**src/ctm_pkg.sv**
```systemverilog
// Shared constants for the compact timer block: register map, field
// positions, reset values and enumerations.
// Assumes an APB slave with 32-bit data and one register per word.
package ctm_pkg;

  // Counter and compare widths
  localparam int unsigned CNT_W = 10;             // Counter width
  localparam int unsigned CMPP_W = 3;             // Period code width
  localparam int unsigned PSEL_W = 3;             // Timer clock select width

  // Register byte offsets
  localparam logic [7:0] OFF_CTRL0 = 8'h00;       // Enable, pause, clock select, period code
  localparam logic [7:0] OFF_CTRL1 = 8'h04;       // Mode and output control
  localparam logic [7:0] OFF_CNT_LO = 8'h08;      // Counter low byte, read only
  localparam logic [7:0] OFF_CNT_HI = 8'h0C;      // Counter high bits, read only
  localparam logic [7:0] OFF_CMPA_LO = 8'h10;     // Compare A low byte
  localparam logic [7:0] OFF_CMPA_HI = 8'h14;     // compare_a_high_bits
  localparam logic [7:0] OFF_STATUS = 8'h18;      // Match flags, write one to clear

  // Control register 0 fields
  localparam int unsigned C0_PAUSE = 7;           // Pause bit
  localparam int unsigned C0_CK_LSB = 4;          // Clock select low bit
  localparam int unsigned C0_ON = 3;              // timer_enable_bit
  localparam int unsigned C0_RP_LSB = 0;          // compare_p_value low bit

  // Control register 1 fields
  localparam int unsigned C1_M_LSB = 6;           // mode_sel_lo
  localparam int unsigned C1_IO_LSB = 4;          // out_func_lo
  localparam int unsigned C1_OC = 3;              // out_initial_level
  localparam int unsigned C1_POL = 2;             // out_invert
  localparam int unsigned C1_DPX = 1;             // duty_period_swap
  localparam int unsigned C1_CCLR = 0;            // clear_source_sel

  // Status fields
  localparam int unsigned ST_AF = 0;              // match_a_flag
  localparam int unsigned ST_PF = 1;              // match_p_flag

  // Reset values
  localparam logic [7:0] RST_BYTE = 8'h00;        // All registers clear at reset
  localparam logic [9:0] RST_CNT = 10'h000;       // Counter at reset
  localparam logic [9:0] CNT_MAX = 10'h3FF;       // Counter full scale

  // Clock prescaler divide counts, in system clocks
  localparam int unsigned DIV_SYS4 = 4;           // System clock over 4
  localparam int unsigned DIV_H16 = 16;           // High clock over 16
  localparam int unsigned DIV_H64 = 64;           // High clock over 64
  localparam int unsigned DIV_TBC = 256;          // Time base clock stand-in

  // Operating modes
  typedef enum logic [1:0] {
    MODE_CMP   = 2'h0,
    MODE_UNDEF = 2'h1,
    MODE_PWM   = 2'h2,
    MODE_TMR   = 2'h3
  } ctm_mode_t;

  // Output functions in compare mode
  localparam logic [1:0] IO_CMP_NONE = 2'h0;      // No change
  localparam logic [1:0] IO_CMP_LOW = 2'h1;       // Drive low
  localparam logic [1:0] IO_CMP_HIGH = 2'h2;      // Drive high
  localparam logic [1:0] IO_CMP_TOG = 2'h3;       // Toggle

  // Output functions in PWM mode
  localparam logic [1:0] IO_PWM_INACT = 2'h0;     // Force inactive
  localparam logic [1:0] IO_PWM_ACT = 2'h1;       // Force active
  localparam logic [1:0] IO_PWM_WAVE = 2'h2;      // Waveform

endpackage : ctm_pkg

```
**src/ctm_apb_regs.sv**
```systemverilog
// APB slave holding the timer's software registers.
// Assumes a standard APB master; answers with no wait state.
`timescale 1ns/10ps
module ctm_apb_regs (
  // Clock and reset
  input  wire logic        pclk,
  input  wire logic        presetn,
  input  wire logic        clk_en,
  // APB
  input  wire logic        psel,
  input  wire logic        penable,
  input  wire logic        pwrite,
  input  wire logic [7:0]  paddr,
  input  wire logic [31:0] pwdata,
  output logic [31:0]      prdata,
  output logic             pready,
  output logic             pslverr,
  // Register contents
  output logic [7:0]       ctrl0_ff,
  output logic [7:0]       ctrl1_ff,
  output logic [9:0]       cmpa_ff,
  // Block state
  input  wire logic [9:0]  cnt,
  input  wire logic        set_af,
  input  wire logic        set_pf,
  output logic [1:0]       flags_ff
);

  logic wr_en;                                    // Write takes effect
  logic rd_en;                                    // Read is answered
  logic hit;                                      // Address is mapped

  assign wr_en = psel & penable & pwrite;
  assign rd_en = psel & ~penable & ~pwrite;
  assign hit = (paddr == ctm_pkg::OFF_CTRL0) || (paddr == ctm_pkg::OFF_CTRL1) ||
               (paddr == ctm_pkg::OFF_CNT_LO) || (paddr == ctm_pkg::OFF_CNT_HI) ||
               (paddr == ctm_pkg::OFF_CMPA_LO) || (paddr == ctm_pkg::OFF_CMPA_HI) ||
               (paddr == ctm_pkg::OFF_STATUS);

  // Control and compare A writes
  always_ff @(posedge pclk or negedge presetn) begin
    if (!presetn) begin
      ctrl0_ff <= ctm_pkg::RST_BYTE;
      ctrl1_ff <= ctm_pkg::RST_BYTE;
      cmpa_ff <= '0;
    end else if (clk_en && wr_en) begin
      case (paddr)
        ctm_pkg::OFF_CTRL0:   ctrl0_ff <= pwdata[7:0];
        ctm_pkg::OFF_CTRL1:   ctrl1_ff <= pwdata[7:0];
        ctm_pkg::OFF_CMPA_LO: cmpa_ff[7:0] <= pwdata[7:0];
        ctm_pkg::OFF_CMPA_HI: cmpa_ff[9:8] <= pwdata[1:0];
        default: ;
      endcase
    end
  end

  // Sticky flags: a match in the clearing cycle wins over the clear
  always_ff @(posedge pclk or negedge presetn) begin
    if (!presetn) begin
      flags_ff <= 2'h0;
    end else if (clk_en) begin
      if (wr_en && paddr == ctm_pkg::OFF_STATUS) begin
        flags_ff <= (flags_ff & ~pwdata[1:0]) | {set_pf, set_af};
      end else begin
        flags_ff <= flags_ff | {set_pf, set_af};
      end
    end
  end

  // Read data is latched in setup so the access phase sees a register
  always_ff @(posedge pclk or negedge presetn) begin
    if (!presetn) begin
      prdata <= 32'h0000_0000;
      pready <= 1'b0;
      pslverr <= 1'b0;
    end else if (clk_en) begin
      pready <= psel & ~penable;
      pslverr <= psel & ~penable & ~hit;
      if (rd_en) begin
        case (paddr)
          ctm_pkg::OFF_CTRL0:   prdata <= {24'h000000, ctrl0_ff};
          ctm_pkg::OFF_CTRL1:   prdata <= {24'h000000, ctrl1_ff};
          ctm_pkg::OFF_CNT_LO:  prdata <= {24'h000000, cnt[7:0]};
          ctm_pkg::OFF_CNT_HI:  prdata <= {30'h00000000, cnt[9:8]};
          ctm_pkg::OFF_CMPA_LO: prdata <= {24'h000000, cmpa_ff[7:0]};
          ctm_pkg::OFF_CMPA_HI: prdata <= {30'h00000000, cmpa_ff[9:8]};
          ctm_pkg::OFF_STATUS:  prdata <= {30'h00000000, flags_ff};
          default:              prdata <= 32'h0000_0000;
        endcase
      end
    end
  end

endmodule : ctm_apb_regs

```
**src/ctm_prescaler.sv**
```systemverilog
// Timer clock enable generator: picks one of several system-clock
// divisions and issues a one-cycle tick at that rate.
// Assumes the external timer clock input is already synchronous.
`timescale 1ns/10ps
module ctm_prescaler #(
  parameter int unsigned DIV_W = 8                // Divider width
) (
  // Clock and reset
  input  wire logic              pclk,
  input  wire logic              presetn,
  input  wire logic              clk_en,
  // Selection
  input  wire logic [2:0]        clk_sel,
  input  wire logic              ext_clk,
  // Tick out
  output logic                   tick
);

  logic [DIV_W-1:0] div_ff;                       // Free running divider
  logic             ext_ff;                       // Previous external level
  logic             nxt_tick;                     // Combinational tick

  // Divider runs freely so every division shares one counter
  always_ff @(posedge pclk or negedge presetn) begin
    if (!presetn) begin
      div_ff <= '0;
      ext_ff <= 1'b0;
    end else if (clk_en) begin
      div_ff <= div_ff + 1'b1;
      ext_ff <= ext_clk;
    end
  end

  // Tick selection; the last two codes use external edges
  always_comb begin
    case (clk_sel)
      3'h0:    nxt_tick = (div_ff[1:0] == 2'h3);
      3'h1:    nxt_tick = 1'b1;
      3'h2:    nxt_tick = (div_ff[3:0] == 4'hF);
      3'h3:    nxt_tick = (div_ff[5:0] == 6'h3F);
      3'h4,
      3'h5:    nxt_tick = (div_ff == {DIV_W{1'b1}});
      3'h6:    nxt_tick = ext_clk & ~ext_ff;
      3'h7:    nxt_tick = ~ext_clk & ext_ff;
      default: nxt_tick = 1'b0;
    endcase
  end

  // Registered tick keeps the output glitch free
  always_ff @(posedge pclk or negedge presetn) begin
    if (!presetn) begin
      tick <= 1'b0;
    end else if (clk_en) begin
      tick <= nxt_tick;
    end
  end

endmodule : ctm_prescaler

```
**src/ctm_timer.sv**
```systemverilog
// Compact 10-bit timer: compare, timer/counter and edge-aligned PWM.
// Assumes pclk is the system clock and all inputs are synchronous.
`timescale 1ns/10ps
module ctm_timer (
  // Clock and reset
  input  wire logic        pclk,
  input  wire logic        presetn,
  input  wire logic        clk_en,
  // APB
  input  wire logic        psel,
  input  wire logic        penable,
  input  wire logic        pwrite,
  input  wire logic [7:0]  paddr,
  input  wire logic [31:0] pwdata,
  output logic [31:0]      prdata,
  output logic             pready,
  output logic             pslverr,
  // Timer pins
  input  wire logic        ext_clk,
  output logic             timer_out,
  output logic             timer_out_en,
  // Match flags
  output logic             match_a_flag,
  output logic             match_p_flag
);

  logic [7:0]  ctrl0;                             // Enable, pause, clock, period code
  logic [7:0]  ctrl1;                             // Mode and output control
  logic [9:0]  compare_a_value;                   // Compare A register
  logic [1:0]  flags;                             // Sticky flags
  logic [31:0] prdata_w;                          // Read data from slave
  logic        pready_w;                          // Ready from slave
  logic        pslverr_w;                         // Error from slave
  logic        tick;                              // Timer clock enable
  logic [9:0]  cnt_ff;                            // Counter
  logic        on_d_ff;                           // Previous enable bit
  logic        pin_ff;                            // Compare mode pin level
  logic        set_af;                            // A flag event
  logic        set_pf;                            // P flag event
  logic        timer_enable_bit;                  // Counter on
  logic        paused;                            // Counter paused
  logic [2:0]  compare_p_value;                   // Period code
  ctm_pkg::ctm_mode_t mode; // Operating mode
  logic [1:0]  out_func; // Output function
  logic        out_initial_level; // Initial or active level
  logic        out_invert; // Pin polarity
  logic        duty_period_swap; // Period and duty swap
  logic        clear_source_sel; // Counter clear source
  logic [2:0]  clk_sel; // Timer clock choice
  logic        on_rise; // Enable went high
  logic        run_en; // Counter steps now
  logic [10:0] nxt_cnt; // Count plus one, carry kept
  logic        hit_a; // Comparator A match
  logic        hit_p; // Comparator P match
  logic        clr_cnt; // Counter clears now
  logic [10:0] duty; // Active span in ticks
  logic        pwm_act; // Wave in active phase
  logic        nxt_out; // Next pin level
  logic        nxt_out_en; // Next pin enable
  logic        timer_out_ff; // Registered pin level
  logic        timer_out_en_ff; // Registered pin enable

  // Ticks in the span of a period code; code zero spans all 1024.
  // The code sits over the top three counter bits, so spans step by 128.
  function automatic logic [10:0] code_len(input logic [2:0] code);
    return {(code == 3'h0), code, 7'h00};
  endfunction : code_len

  // Pin level for an active or inactive phase, after the invert bit
  function automatic logic drive_level(input logic act, input logic hi, input logic inv);
    return (act ? hi : ~hi) ^ inv;
  endfunction : drive_level

  // Software registers, match flags and the bus answer
  ctm_apb_regs u_regs (
    .pclk(pclk),
    .presetn(presetn),
    .clk_en(clk_en),
    .psel(psel),
    .penable(penable),
    .pwrite(pwrite),
    .paddr(paddr),
    .pwdata(pwdata),
    .prdata(prdata_w),
    .pready(pready_w),
    .pslverr(pslverr_w),
    .ctrl0_ff(ctrl0),
    .ctrl1_ff(ctrl1),
    .cmpa_ff(compare_a_value),
    .cnt(cnt_ff),
    .set_af(set_af),
    .set_pf(set_pf),
    .flags_ff(flags)
  );

  // Timer clock enable; the divider is wide enough for the slowest rate
  ctm_prescaler #(
    .DIV_W($clog2(ctm_pkg::DIV_TBC))
  ) u_presc (
    .pclk(pclk),
    .presetn(presetn),
    .clk_en(clk_en),
    .clk_sel(clk_sel),
    .ext_clk(ext_clk),
    .tick(tick)
  );

  // Control fields
  assign timer_enable_bit = ctrl0[ctm_pkg::C0_ON];
  assign paused = ctrl0[ctm_pkg::C0_PAUSE];
  assign clk_sel = ctrl0[ctm_pkg::C0_CK_LSB +: ctm_pkg::PSEL_W];
  assign compare_p_value = ctrl0[ctm_pkg::C0_RP_LSB +: ctm_pkg::CMPP_W];
  assign mode = ctm_pkg::ctm_mode_t'(ctrl1[ctm_pkg::C1_M_LSB +: 2]);
  assign out_func = ctrl1[ctm_pkg::C1_IO_LSB +: 2];
  assign out_initial_level = ctrl1[ctm_pkg::C1_OC];
  assign out_invert = ctrl1[ctm_pkg::C1_POL];
  assign duty_period_swap = ctrl1[ctm_pkg::C1_DPX];
  assign clear_source_sel = ctrl1[ctm_pkg::C1_CCLR];

  // Enable history resets low like the bit itself, so leaving reset
  // never looks like a rising edge
  always_ff @(posedge pclk or negedge presetn) begin
    if (!presetn) begin
      on_d_ff <= 1'b0;
    end else if (clk_en) begin
      on_d_ff <= timer_enable_bit;
    end
  end

  // Rising edge of the enable bit restarts the count and the pin
  assign on_rise = timer_enable_bit & ~on_d_ff;

  // The tick of the restart cycle is dropped so counting starts at zero;
  // a pause keeps the residual count
  assign run_en = timer_enable_bit & ~paused & tick & ~on_rise;

  // Matches look at the value the count is about to take, so a clear
  // gives a period of exactly the programmed length
  assign nxt_cnt = {1'b0, cnt_ff} + 11'h001;

  // An A value of zero is never reached by the next count, which is at
  // least one: the counter then wraps past 3FF and raises no A flag
  assign hit_a = run_en & (nxt_cnt == {1'b0, compare_a_value});

  // The P code only ever meets the top counter bits; code zero meets
  // the carry out of 3FF, which is the overflow
  assign hit_p = run_en & (nxt_cnt == code_len(compare_p_value));

  // Clear source and flag events for each mode
  always_comb begin
    clr_cnt = 1'b0;
    set_af = 1'b0;
    set_pf = 1'b0;
    case (mode)
      ctm_pkg::MODE_PWM: begin
        // Swap bit alone picks the comparator that ends the period
        if (duty_period_swap) begin
          clr_cnt = hit_a;
        end else begin
          clr_cnt = hit_p;
        end
        set_af = hit_a;
        set_pf = hit_p;
      end
      ctm_pkg::MODE_CMP,
      ctm_pkg::MODE_TMR: begin
        if (clear_source_sel) begin
          // A clears; P never flags, whatever the two values
          clr_cnt = hit_a;
          set_af = hit_a;
        end else begin
          // P clears, or the overflow when the code is zero
          clr_cnt = hit_p;
          set_af = hit_a;
          set_pf = hit_p;
        end
      end
      default: begin
        // Undefined code: counter runs free, no flags
        clr_cnt = 1'b0;
      end
    endcase
  end

  // Counter: restart on enable, clear on the chosen match, else step
  always_ff @(posedge pclk or negedge presetn) begin
    if (!presetn) begin
      cnt_ff <= ctm_pkg::RST_CNT;
    end else if (clk_en) begin
      if (on_rise) begin
        cnt_ff <= ctm_pkg::RST_CNT;
      end else if (clr_cnt) begin
        cnt_ff <= ctm_pkg::RST_CNT;
      end else if (run_en) begin
        // Carry is dropped on purpose: the count wraps after 3FF
        cnt_ff <= nxt_cnt[9:0];
      end
    end
  end

  // Compare mode pin level, before the invert bit. Only an A flag event or
  // the enable restart moves it; P events never touch the pin.
  always_ff @(posedge pclk or negedge presetn) begin
    if (!presetn) begin
      pin_ff <= 1'b0;
    end else if (clk_en) begin
      if (on_rise) begin
        pin_ff <= out_initial_level;
      end else if (mode == ctm_pkg::MODE_CMP && set_af) begin
        case (out_func)
          ctm_pkg::IO_CMP_LOW: begin
            pin_ff <= 1'b0;
          end
          ctm_pkg::IO_CMP_HIGH: begin
            pin_ff <= 1'b1;
          end
          ctm_pkg::IO_CMP_TOG: begin
            pin_ff <= ~pin_ff;
          end
          default: begin
            // No change; asking for the present level is no change either
            pin_ff <= pin_ff;
          end
        endcase
      end
    end
  end

  // Active span: A value, or the P code span when the two are swapped
  assign duty = duty_period_swap ? code_len(compare_p_value)
                                 : {1'b0, compare_a_value};

  // Active while the count is below the span. A span at or above the
  // period is never left, which gives full duty.
  assign pwm_act = ({1'b0, cnt_ff} < duty);

  // Pin level and enable for each mode
  always_comb begin
    nxt_out = 1'b0;
    nxt_out_en = 1'b0;
    case (mode)
      ctm_pkg::MODE_CMP: begin
        nxt_out = pin_ff ^ out_invert;
        nxt_out_en = 1'b1;
      end
      ctm_pkg::MODE_PWM: begin
        nxt_out_en = 1'b1;
        // Forced levels only mask the pin; the counter, compare and
        // flags above keep running
        case (out_func)
          ctm_pkg::IO_PWM_ACT: begin
            nxt_out = drive_level(1'b1, out_initial_level, out_invert);
          end
          ctm_pkg::IO_PWM_WAVE: begin
            nxt_out = drive_level(pwm_act, out_initial_level, out_invert);
          end
          default: begin
            // Inactive code, and the undefined one, hold the inactive level
            nxt_out = drive_level(1'b0, out_initial_level, out_invert);
          end
        endcase
      end
      default: begin
        // Timer mode and the undefined code release the pin
        nxt_out_en = 1'b0;
      end
    endcase
  end

  // Pin outputs are registered so the pads see no decode glitches
  always_ff @(posedge pclk or negedge presetn) begin
    if (!presetn) begin
      timer_out_ff <= 1'b0;
      timer_out_en_ff <= 1'b0;
    end else if (clk_en) begin
      timer_out_ff <= nxt_out;
      timer_out_en_ff <= nxt_out_en;
    end
  end

  // Outputs, each straight from a flip-flop
  assign prdata = prdata_w;
  assign pready = pready_w;
  assign pslverr = pslverr_w;
  assign match_a_flag = flags[ctm_pkg::ST_AF];
  assign match_p_flag = flags[ctm_pkg::ST_PF];
  assign timer_out = timer_out_ff;
  assign timer_out_en = timer_out_en_ff;

endmodule : ctm_timer
```
**config.mk**
```make
export PLATFORM = sky130hd
export DESIGN_NAME = ctm_timer
export DESIGN_NICKNAME = d
export VERILOG_FILES = /design/src/ctm_pkg.sv /design/src/ctm_apb_regs.sv /design/src/ctm_prescaler.sv /design/src/ctm_timer.sv
export SDC_FILE = /design/constraint.sdc
export NUM_CORES = 1
export LEC_CHECK = 0
export ABC_AREA = 1
export BUFFER_PORTS_ARGS = -buffer_cell sky130_fd_sc_hd__buf_4
export CORE_ASPECT_RATIO = 0.6
export CORE_MARGIN = 8
export CORE_UTILIZATION = 45
export CTS_CLUSTER_SIZE = 30
export DETAILED_ROUTE_END_ITERATION = 16
export PLACE_DENSITY = 0.78
export SLEW_MARGIN = 20
export SYNTH_ARGS = -nofsm -noshare
export SYNTH_HDL_FRONTEND = slang
export SYNTH_SLANG_ARGS = --single-unit
```
**constraint.sdc**
```tcl
create_clock -name pclk -period 4.4 [get_ports pclk]
set_input_delay 0.88 -clock pclk [delete_from_list [all_inputs] [get_ports pclk]]
set_output_delay 0.88 -clock pclk [all_outputs]
set_load 0.02 [all_outputs]
```
# --- Word-level counts from Yosys, hierarchy flattened ---
# Index checks and enable logic that the tools add are counted.
# Widths: inputs -> output; s select.
classes:
  n_div: 0
  order_cmp: 1
  mux: 20
  n_eq_ne: 24
  n_shift: 0
  mul: 0
  bitwise: 31
  add_sub_neg: 2
  n_reduce_logical: 27
ops:
  columns: ["operator", "n"]
  rows:
  - ["$pmux 8 s7", 1]
  - ["$mux 10", 3]
  - ["$eq 8x5->1 const B", 3]
  - ["$eq 8x4->1 const B", 2]
  - ["$and 1x1->1", 13]
  - ["$eq 3x3->1 const B", 4]
  - ["$reduce_and 2->1", 6]
  - ["$add 10x1->11 const B", 1]
  - ["$eq 11x10->1", 1]
  - ["$eq 11x11->1", 1]
  - ["$lt 10x11->1", 1]
  - ["$mux 11", 1]
  - ["$eq 2x2->1 const B", 5]
  - ["$not 1->1", 10]
  - ["$add 8x1->8 const B", 1]
  - ["$eq 8x3->1 const B", 1]
  - ["$eq 8x8->1 const B", 1]
  - ["$logic_not 8->1", 1]
  - ["$mux 1", 8]
  - ["$pmux 1 s2", 4]
  - ["$pmux 1 s7", 1]
  - ["$eq 3x2->1 const B", 2]
  - ["$eq 6x6->1 const B", 1]
  - ["$logic_not 3->1", 2]
  - ["other kinds (18)", 31]
word_totals:
  regBits: 86
  elab_cells: 121
  n_memories: 0
  romBits: 0
  latch_bits: 0
  ramBits: 0
  output_inout_bits: 38

# --- Longest topological paths before layout ---
depth:
  ltp_word: 9
  mapped_depth: 20
  ltp_nobuf: 19

# --- By module ---
# Synthesis repeated with hierarchy kept, for this count alone.
unflattened:
  cells_unflattened: 624
  hier_area_um2: 4616.9
modules_own_cells:
  columns: ["mod", "cells_each", "n_inst", "area_per_inst_um2"]
  rows:
  - ["ctm_apb_regs", 270, 1, 2245.9]
  - ["ctm_timer", 286, 1, 1818.0]
  - ["ctm_prescaler", 68, 1, 553.0]

# --- Worst setup path before layout ---
# Ideal clock, no wire load.
synth_path:
  path_kind: "input to register"
  startpoint: "in paddr[5]"
  endpoint: "reg u_regs.ctrl0_ff[5]"
  path_stages: 9
  arrival_time_ns: 2.001
  n_path_buf: 1
  slack_ns: 2.269
  required_ns: 4.269
  path_cell_list: "nor3_1 inv_1 nor2_1 nand2_1 inv_1 nand2_1 clkbuf_1 nand2_1 o21ai_0"
synth_between:
  elab_chain_len: 2
synth_lines:
  columns: ["element", "line", "source"]
  rows:
  - ["start, declared", "ctm_timer.sv:13", "input wire logic [7:0] paddr,"]
  - ["$logic_not 8->1", "ctm_apb_regs.sv:47", "case (paddr)"]
  - ["$reduce_and 2->1 (no line)", null, null]
  - ["end signal, assigned", "ctm_apb_regs.sv:43", "ctrl0_ff <= ctm_pkg::RST_BYTE;"]
  - ["end signal, assigned", "ctm_apb_regs.sv:48", "ctm_pkg::OFF_CTRL0: ctrl0_ff <= pwdata[7:0];"]
  - ["end, declared", "ctm_apb_regs.sv:19", "output logic [7:0] ctrl0_ff,"]
# No other way between the ends.
# A chain may end at the register's enable or synchronous reset.

# --- Worst setup path in the final report ---
layout_path:
  startpoint: "in paddr[5]"
  endpoint: "reg u_regs.ctrl0_ff[6]"
# The elaborated chain is that of the path after synthesis.

==> qor.txt <==
GRT Total Usage -> 0.180
Height of the die -> 90.2 um
Proportion of synthesized chip area in sequential cells -> 0.376
Hold Path Origin -> u_regs.prdata[1]
DRC viols -> 0
Arrival @ worst endpoint -> 2.67 ns
Maximum fanout along the worst path -> 16
Vias -> 3766
Post-cts hold buffer count -> 0
Share of total power in combinational logic -> 0.105
Count of input and output buffers -> 36
Period minus WS final -> 2.48 ns
Total inserted antenna cells -> 0
Relative max-transition margin -> 0.488
Number of different library cells in the post-synthesis netlist -> 40
Placement Rows -> 27
Worst Slack Setup Final -> 1.92 ns
Least-Margin Pin Slew -> 0.769 ns
Type of the setup path with the least slack -> in -> reg
Number of nets in the finished design -> 660
Ratio of cells with drive above 1 in the final layout -> 0.135
Buffers & Inverters on Critical Path -> 3
RSZ-0062 raised after global routing -> false
Setup tns final -> 0 ns
H-tree levels -> 3
Number of DRC violations after detailed-routing iteration 0 -> 371
Cell seen most often among critical-path stages -> nand2_1
Later-pin clock latency in the skew report -> 0.33 ns
Number of placed instances, taps included -> 700
CTS tree -> yes
Switching share of power -> 0.254
Syn Area/Cell -> 7.40 um^2
Setup slack at placement -> 1.65 ns
Biggest area consumer among synthesized cells -> dfrtp_1
Via count of the first global-routing pass -> 3611
Routed length per placed instance -> 15.5 um
Capture instance of the worst register-to-register path -> timer_out
Post-synth design cell area -> 4120 um^2
Final instance count without filler cells -> 716
Final hold slack -> 0.478 ns
Number of detailed-route iterations in the first pass -> 5
MaxCap Viol Count -> 0
Cells traversed along the worst timing path -> buf_4, nor3_1, inv_1, nor2_1, nand2_1, inv_1, nand2_1, nand2_1, o21ai_0
Startpoint of the worst register-to-register path -> u_regs.ctrl1_ff[1]
Reg power frac -> 0.427
Largest family of logic cells by synthesized area -> simple AND/OR/NAND/NOR gates
Filler Cells Inserted -> 851
Antenna violations before repair -> 0
Clock Pin Slew Worst Setup and Hold Paths -> 0.05 ns
Hold Path Depth -> 2
Gate count after technology mapping -> 557
Worst R2R Setup Slack -> 2.01 ns
Final period util -> 0.564
Synthesized-area fraction occupied by and/or/nand/nor cells -> 0.299
Xor and xnor area share after synthesis -> 0.0252
Post-route ant nets -> 0
Clock sink count -> 62
IR Drop Worst-Case VDD -> 0.171 mV
Post-CTS Setup Inserts -> 0
EDFF count, synth -> 0
Overall power -> 0.00153 W
Run status -> completed
Routability Congestion -> 0.948
Fmax -> 0.403 GHz
Reg2Reg Depth -> 19
Adder-cell share of the synthesized area -> 0.0546
Num CTS Buffers -> 9
Power share of the clock group -> 0.468
Biggest cell delay along the critical path -> 0.42 ns
Via count normalized by instance count -> 5.26
Maximum root-to-sink buffer count -> 2
WP data required -> 4.59 ns
Net Switching -> 0.000389 W
Area fraction in compound gates after synthesis -> 0.116
Post-detailed-placement half-perimeter wirelength -> 8.65 mm
Commonest register cell after synthesis -> dfrtp_1
Final setup violating endpoints -> 0
Post-synthesis sequential element count -> 62
Portion of synthesized cell area occupied by the leading cell type -> 0.376
Multiplexer share of the synthesized area -> 0
Number of top-level design ports -> 85
Final wirelength -> 11.1 mm
Worst Setup End Kind -> flip-flop
Initial core utilization -> 0.456
Die span in x -> 140 um
Worst clock skew -> 0.00536 ns
Overall die area -> 12600 um^2
Grt total ovfl -> 0
Maximum number of pins on one net before global-route repair -> 63
Static leakage power -> 2.34 nW
Synthesis Warnings -> 0
Worst Hold Class -> reg -> reg
Layout overhead on the synthesized area -> 14.1%
Library cell contributing the largest single delay on the critical path -> nand2_1
Biggest area contributors in the synthesized netlist -> dfrtp_1 (38%), nand2_1 (15%), inv_1 (6.7%), ha_1 (5.5%), o21ai_0 (5.2%)
Share of synthesized flip-flops with an asynchronous set or reset -> 1.00
Final-report hold violation count -> 0
Crit path max-delay family -> simple AND/OR/NAND/NOR gates
Cell at the root of the clock tree -> clkbuf_16
Power per cell area -> 325 nW/um^2
First-pass GRT wire length -> 18.2 mm
Final count of pins violating max slew -> 0
Startpoint class of the critical path -> primary input
Endpoint of the worst hold path -> u_regs.prdata[1]
Internal power summed over all cells -> 0.00114 W
Std-Cell Core Area -> 9050 um^2
Cells resized by post-CTS repair -> 0
==> cells by family (layout without fill, tap and decap cells) <==
group | after synthesis | in the layout
other | 1 | 24
adders and majority gates | 18 | 18
AOI/OAI and AO/OA | 84 | 84
DFF | 62 | 62
xor gates and xnor gates | 11 | 11
and+or+nand+nor | 269 | 269
buffers and inverters | 112 | 132
==> flip-flops by register name, indices dropped and copies added, names as in the netlist <==
name	flops
u_regs.ctrl0_ff	8
timer_out_en	1
u_presc.tick	1
u_presc.ext_ff	1
u_regs.prdata	8
timer_out	1
cnt_ff	10
u_regs.pslverr	1
u_regs.cmpa_ff	10
u_regs.pready	1
pin_ff	1
u_presc.div_ff	8
u_regs.ctrl1_ff	8
u_regs.flags_ff	2
on_d_ff	1
==> synthesized netlist by cell type, types with 3 or more instances <==
| cell type | instances |
|---|---|
| o22ai_1 | 6 |
| nand2_2 | 8 |
| xnor2_1 | 4 |
| nand4_1 | 16 |
| nor2_1 | 25 |
| o2111ai_1 | 3 |
| nor3_1 | 4 |
| o21ai_0 | 43 |
| ha_1 | 18 |
| nand2_4 | 3 |
| nor2_4 | 3 |
| o21ai_1 | 5 |
| clkinv_1 | 3 |
| buf_4 | 24 |
| xor2_1 | 6 |
| clkbuf_1 | 5 |
| o211ai_1 | 3 |
| dfrtp_1 | 62 |
| inv_1 | 74 |
| nor2_2 | 6 |
| nand3_2 | 5 |
| a21oi_1 | 13 |
| nand3_1 | 31 |
| nand2_1 | 163 |
| a221oi_1 | 4 |
==> power by group through the flow <==
stage	sequential [W]	combinational, W	clock [W]
6_report	0.000653	0.000161	0.000716
5_1_grt	0.000656	0.000182	0.000755
4_1_cts	0.000651	0.000161	0.000729
3_5_place_dp	0.000660	0.000159	0
3_3_place_gp	0.000658	0.000155	0
2_1_floorplan	0.000654	0.000122	0
==> placed cells by master (no fill, tap or decap), drive strengths merged, types with 16 or more instances in the layout <==
master / n
nor2: 34
conb: 24
buf: 37
dfrtp: 62
nand2: 174
nand3: 36
ha: 18
nand4: 16
inv: 76
o21ai: 48
==> stage by stage <==
step	area [um^2]	utilization
CTS	4710	0.520
global placement	4400	0.486
floorplan	4210	-
finish	4710	0.520
detailed placement	4400	0.486
global route	4710	0.520
==> routing by layer <==
metal | GRT usage | wire (um) | share of wire
met1 | 0.270 | 5530 | 0.50
met2 | 0.238 | 4400 | 0.40
met3 | 0.0507 | 1070 | 0.096
met4 | 0.0575 | 99 | 0.0089
met5 | 0 | 0 | 0
==> how the worst max path moves through the flow <==
stage / startpoint / endpoint / depth (start not counted)
finish: paddr[5] / u_regs.ctrl0_ff[6] / 9
floorplan: paddr[5] / u_regs.ctrl0_ff[5] / 9
global placement: paddr[5] / u_regs.ctrl0_ff[1] / 9
CTS: paddr[5] / u_regs.ctrl0_ff[7] / 8
global route: paddr[5] / u_regs.ctrl0_ff[7] / 8
detailed placement: paddr[5] / u_regs.ctrl0_ff[7] / 8
==> final cells by class <==
type                    instances  area [um^2]  share of cell area
clock buffers                  13          260              0.0553
clock inverters                 3         42.5             0.00904
inverters                      79          297              0.0630
multi-input cells             406         2130               0.453
flip-flops and latches         62         1550               0.330
well taps                     116          145              0.0308
repair buffers                 37          278              0.0590
==> worst reg2reg max path, cell delays in order (launching register included) <==
cell,delay (ns)
dfrtp_1,0.51
clkinv_1,0.34
nand2_1,0.15
ha_1,0.26
nand2_1,0.07
inv_1,0.04
o21ai_0,0.14
nand2_1,0.08
nand2_1,0.06
nand2_1,0.04
nand2_1,0.08
nand2_1,0.05
nand2_1,0.05
nand3_1,0.06
nand2_1,0.06
nand2_1,0.06
nand2_1,0.06
nand2_1,0.04
nand3_1,0.07
nand2_1,0.05
Power figures use the tool's default switching activity.
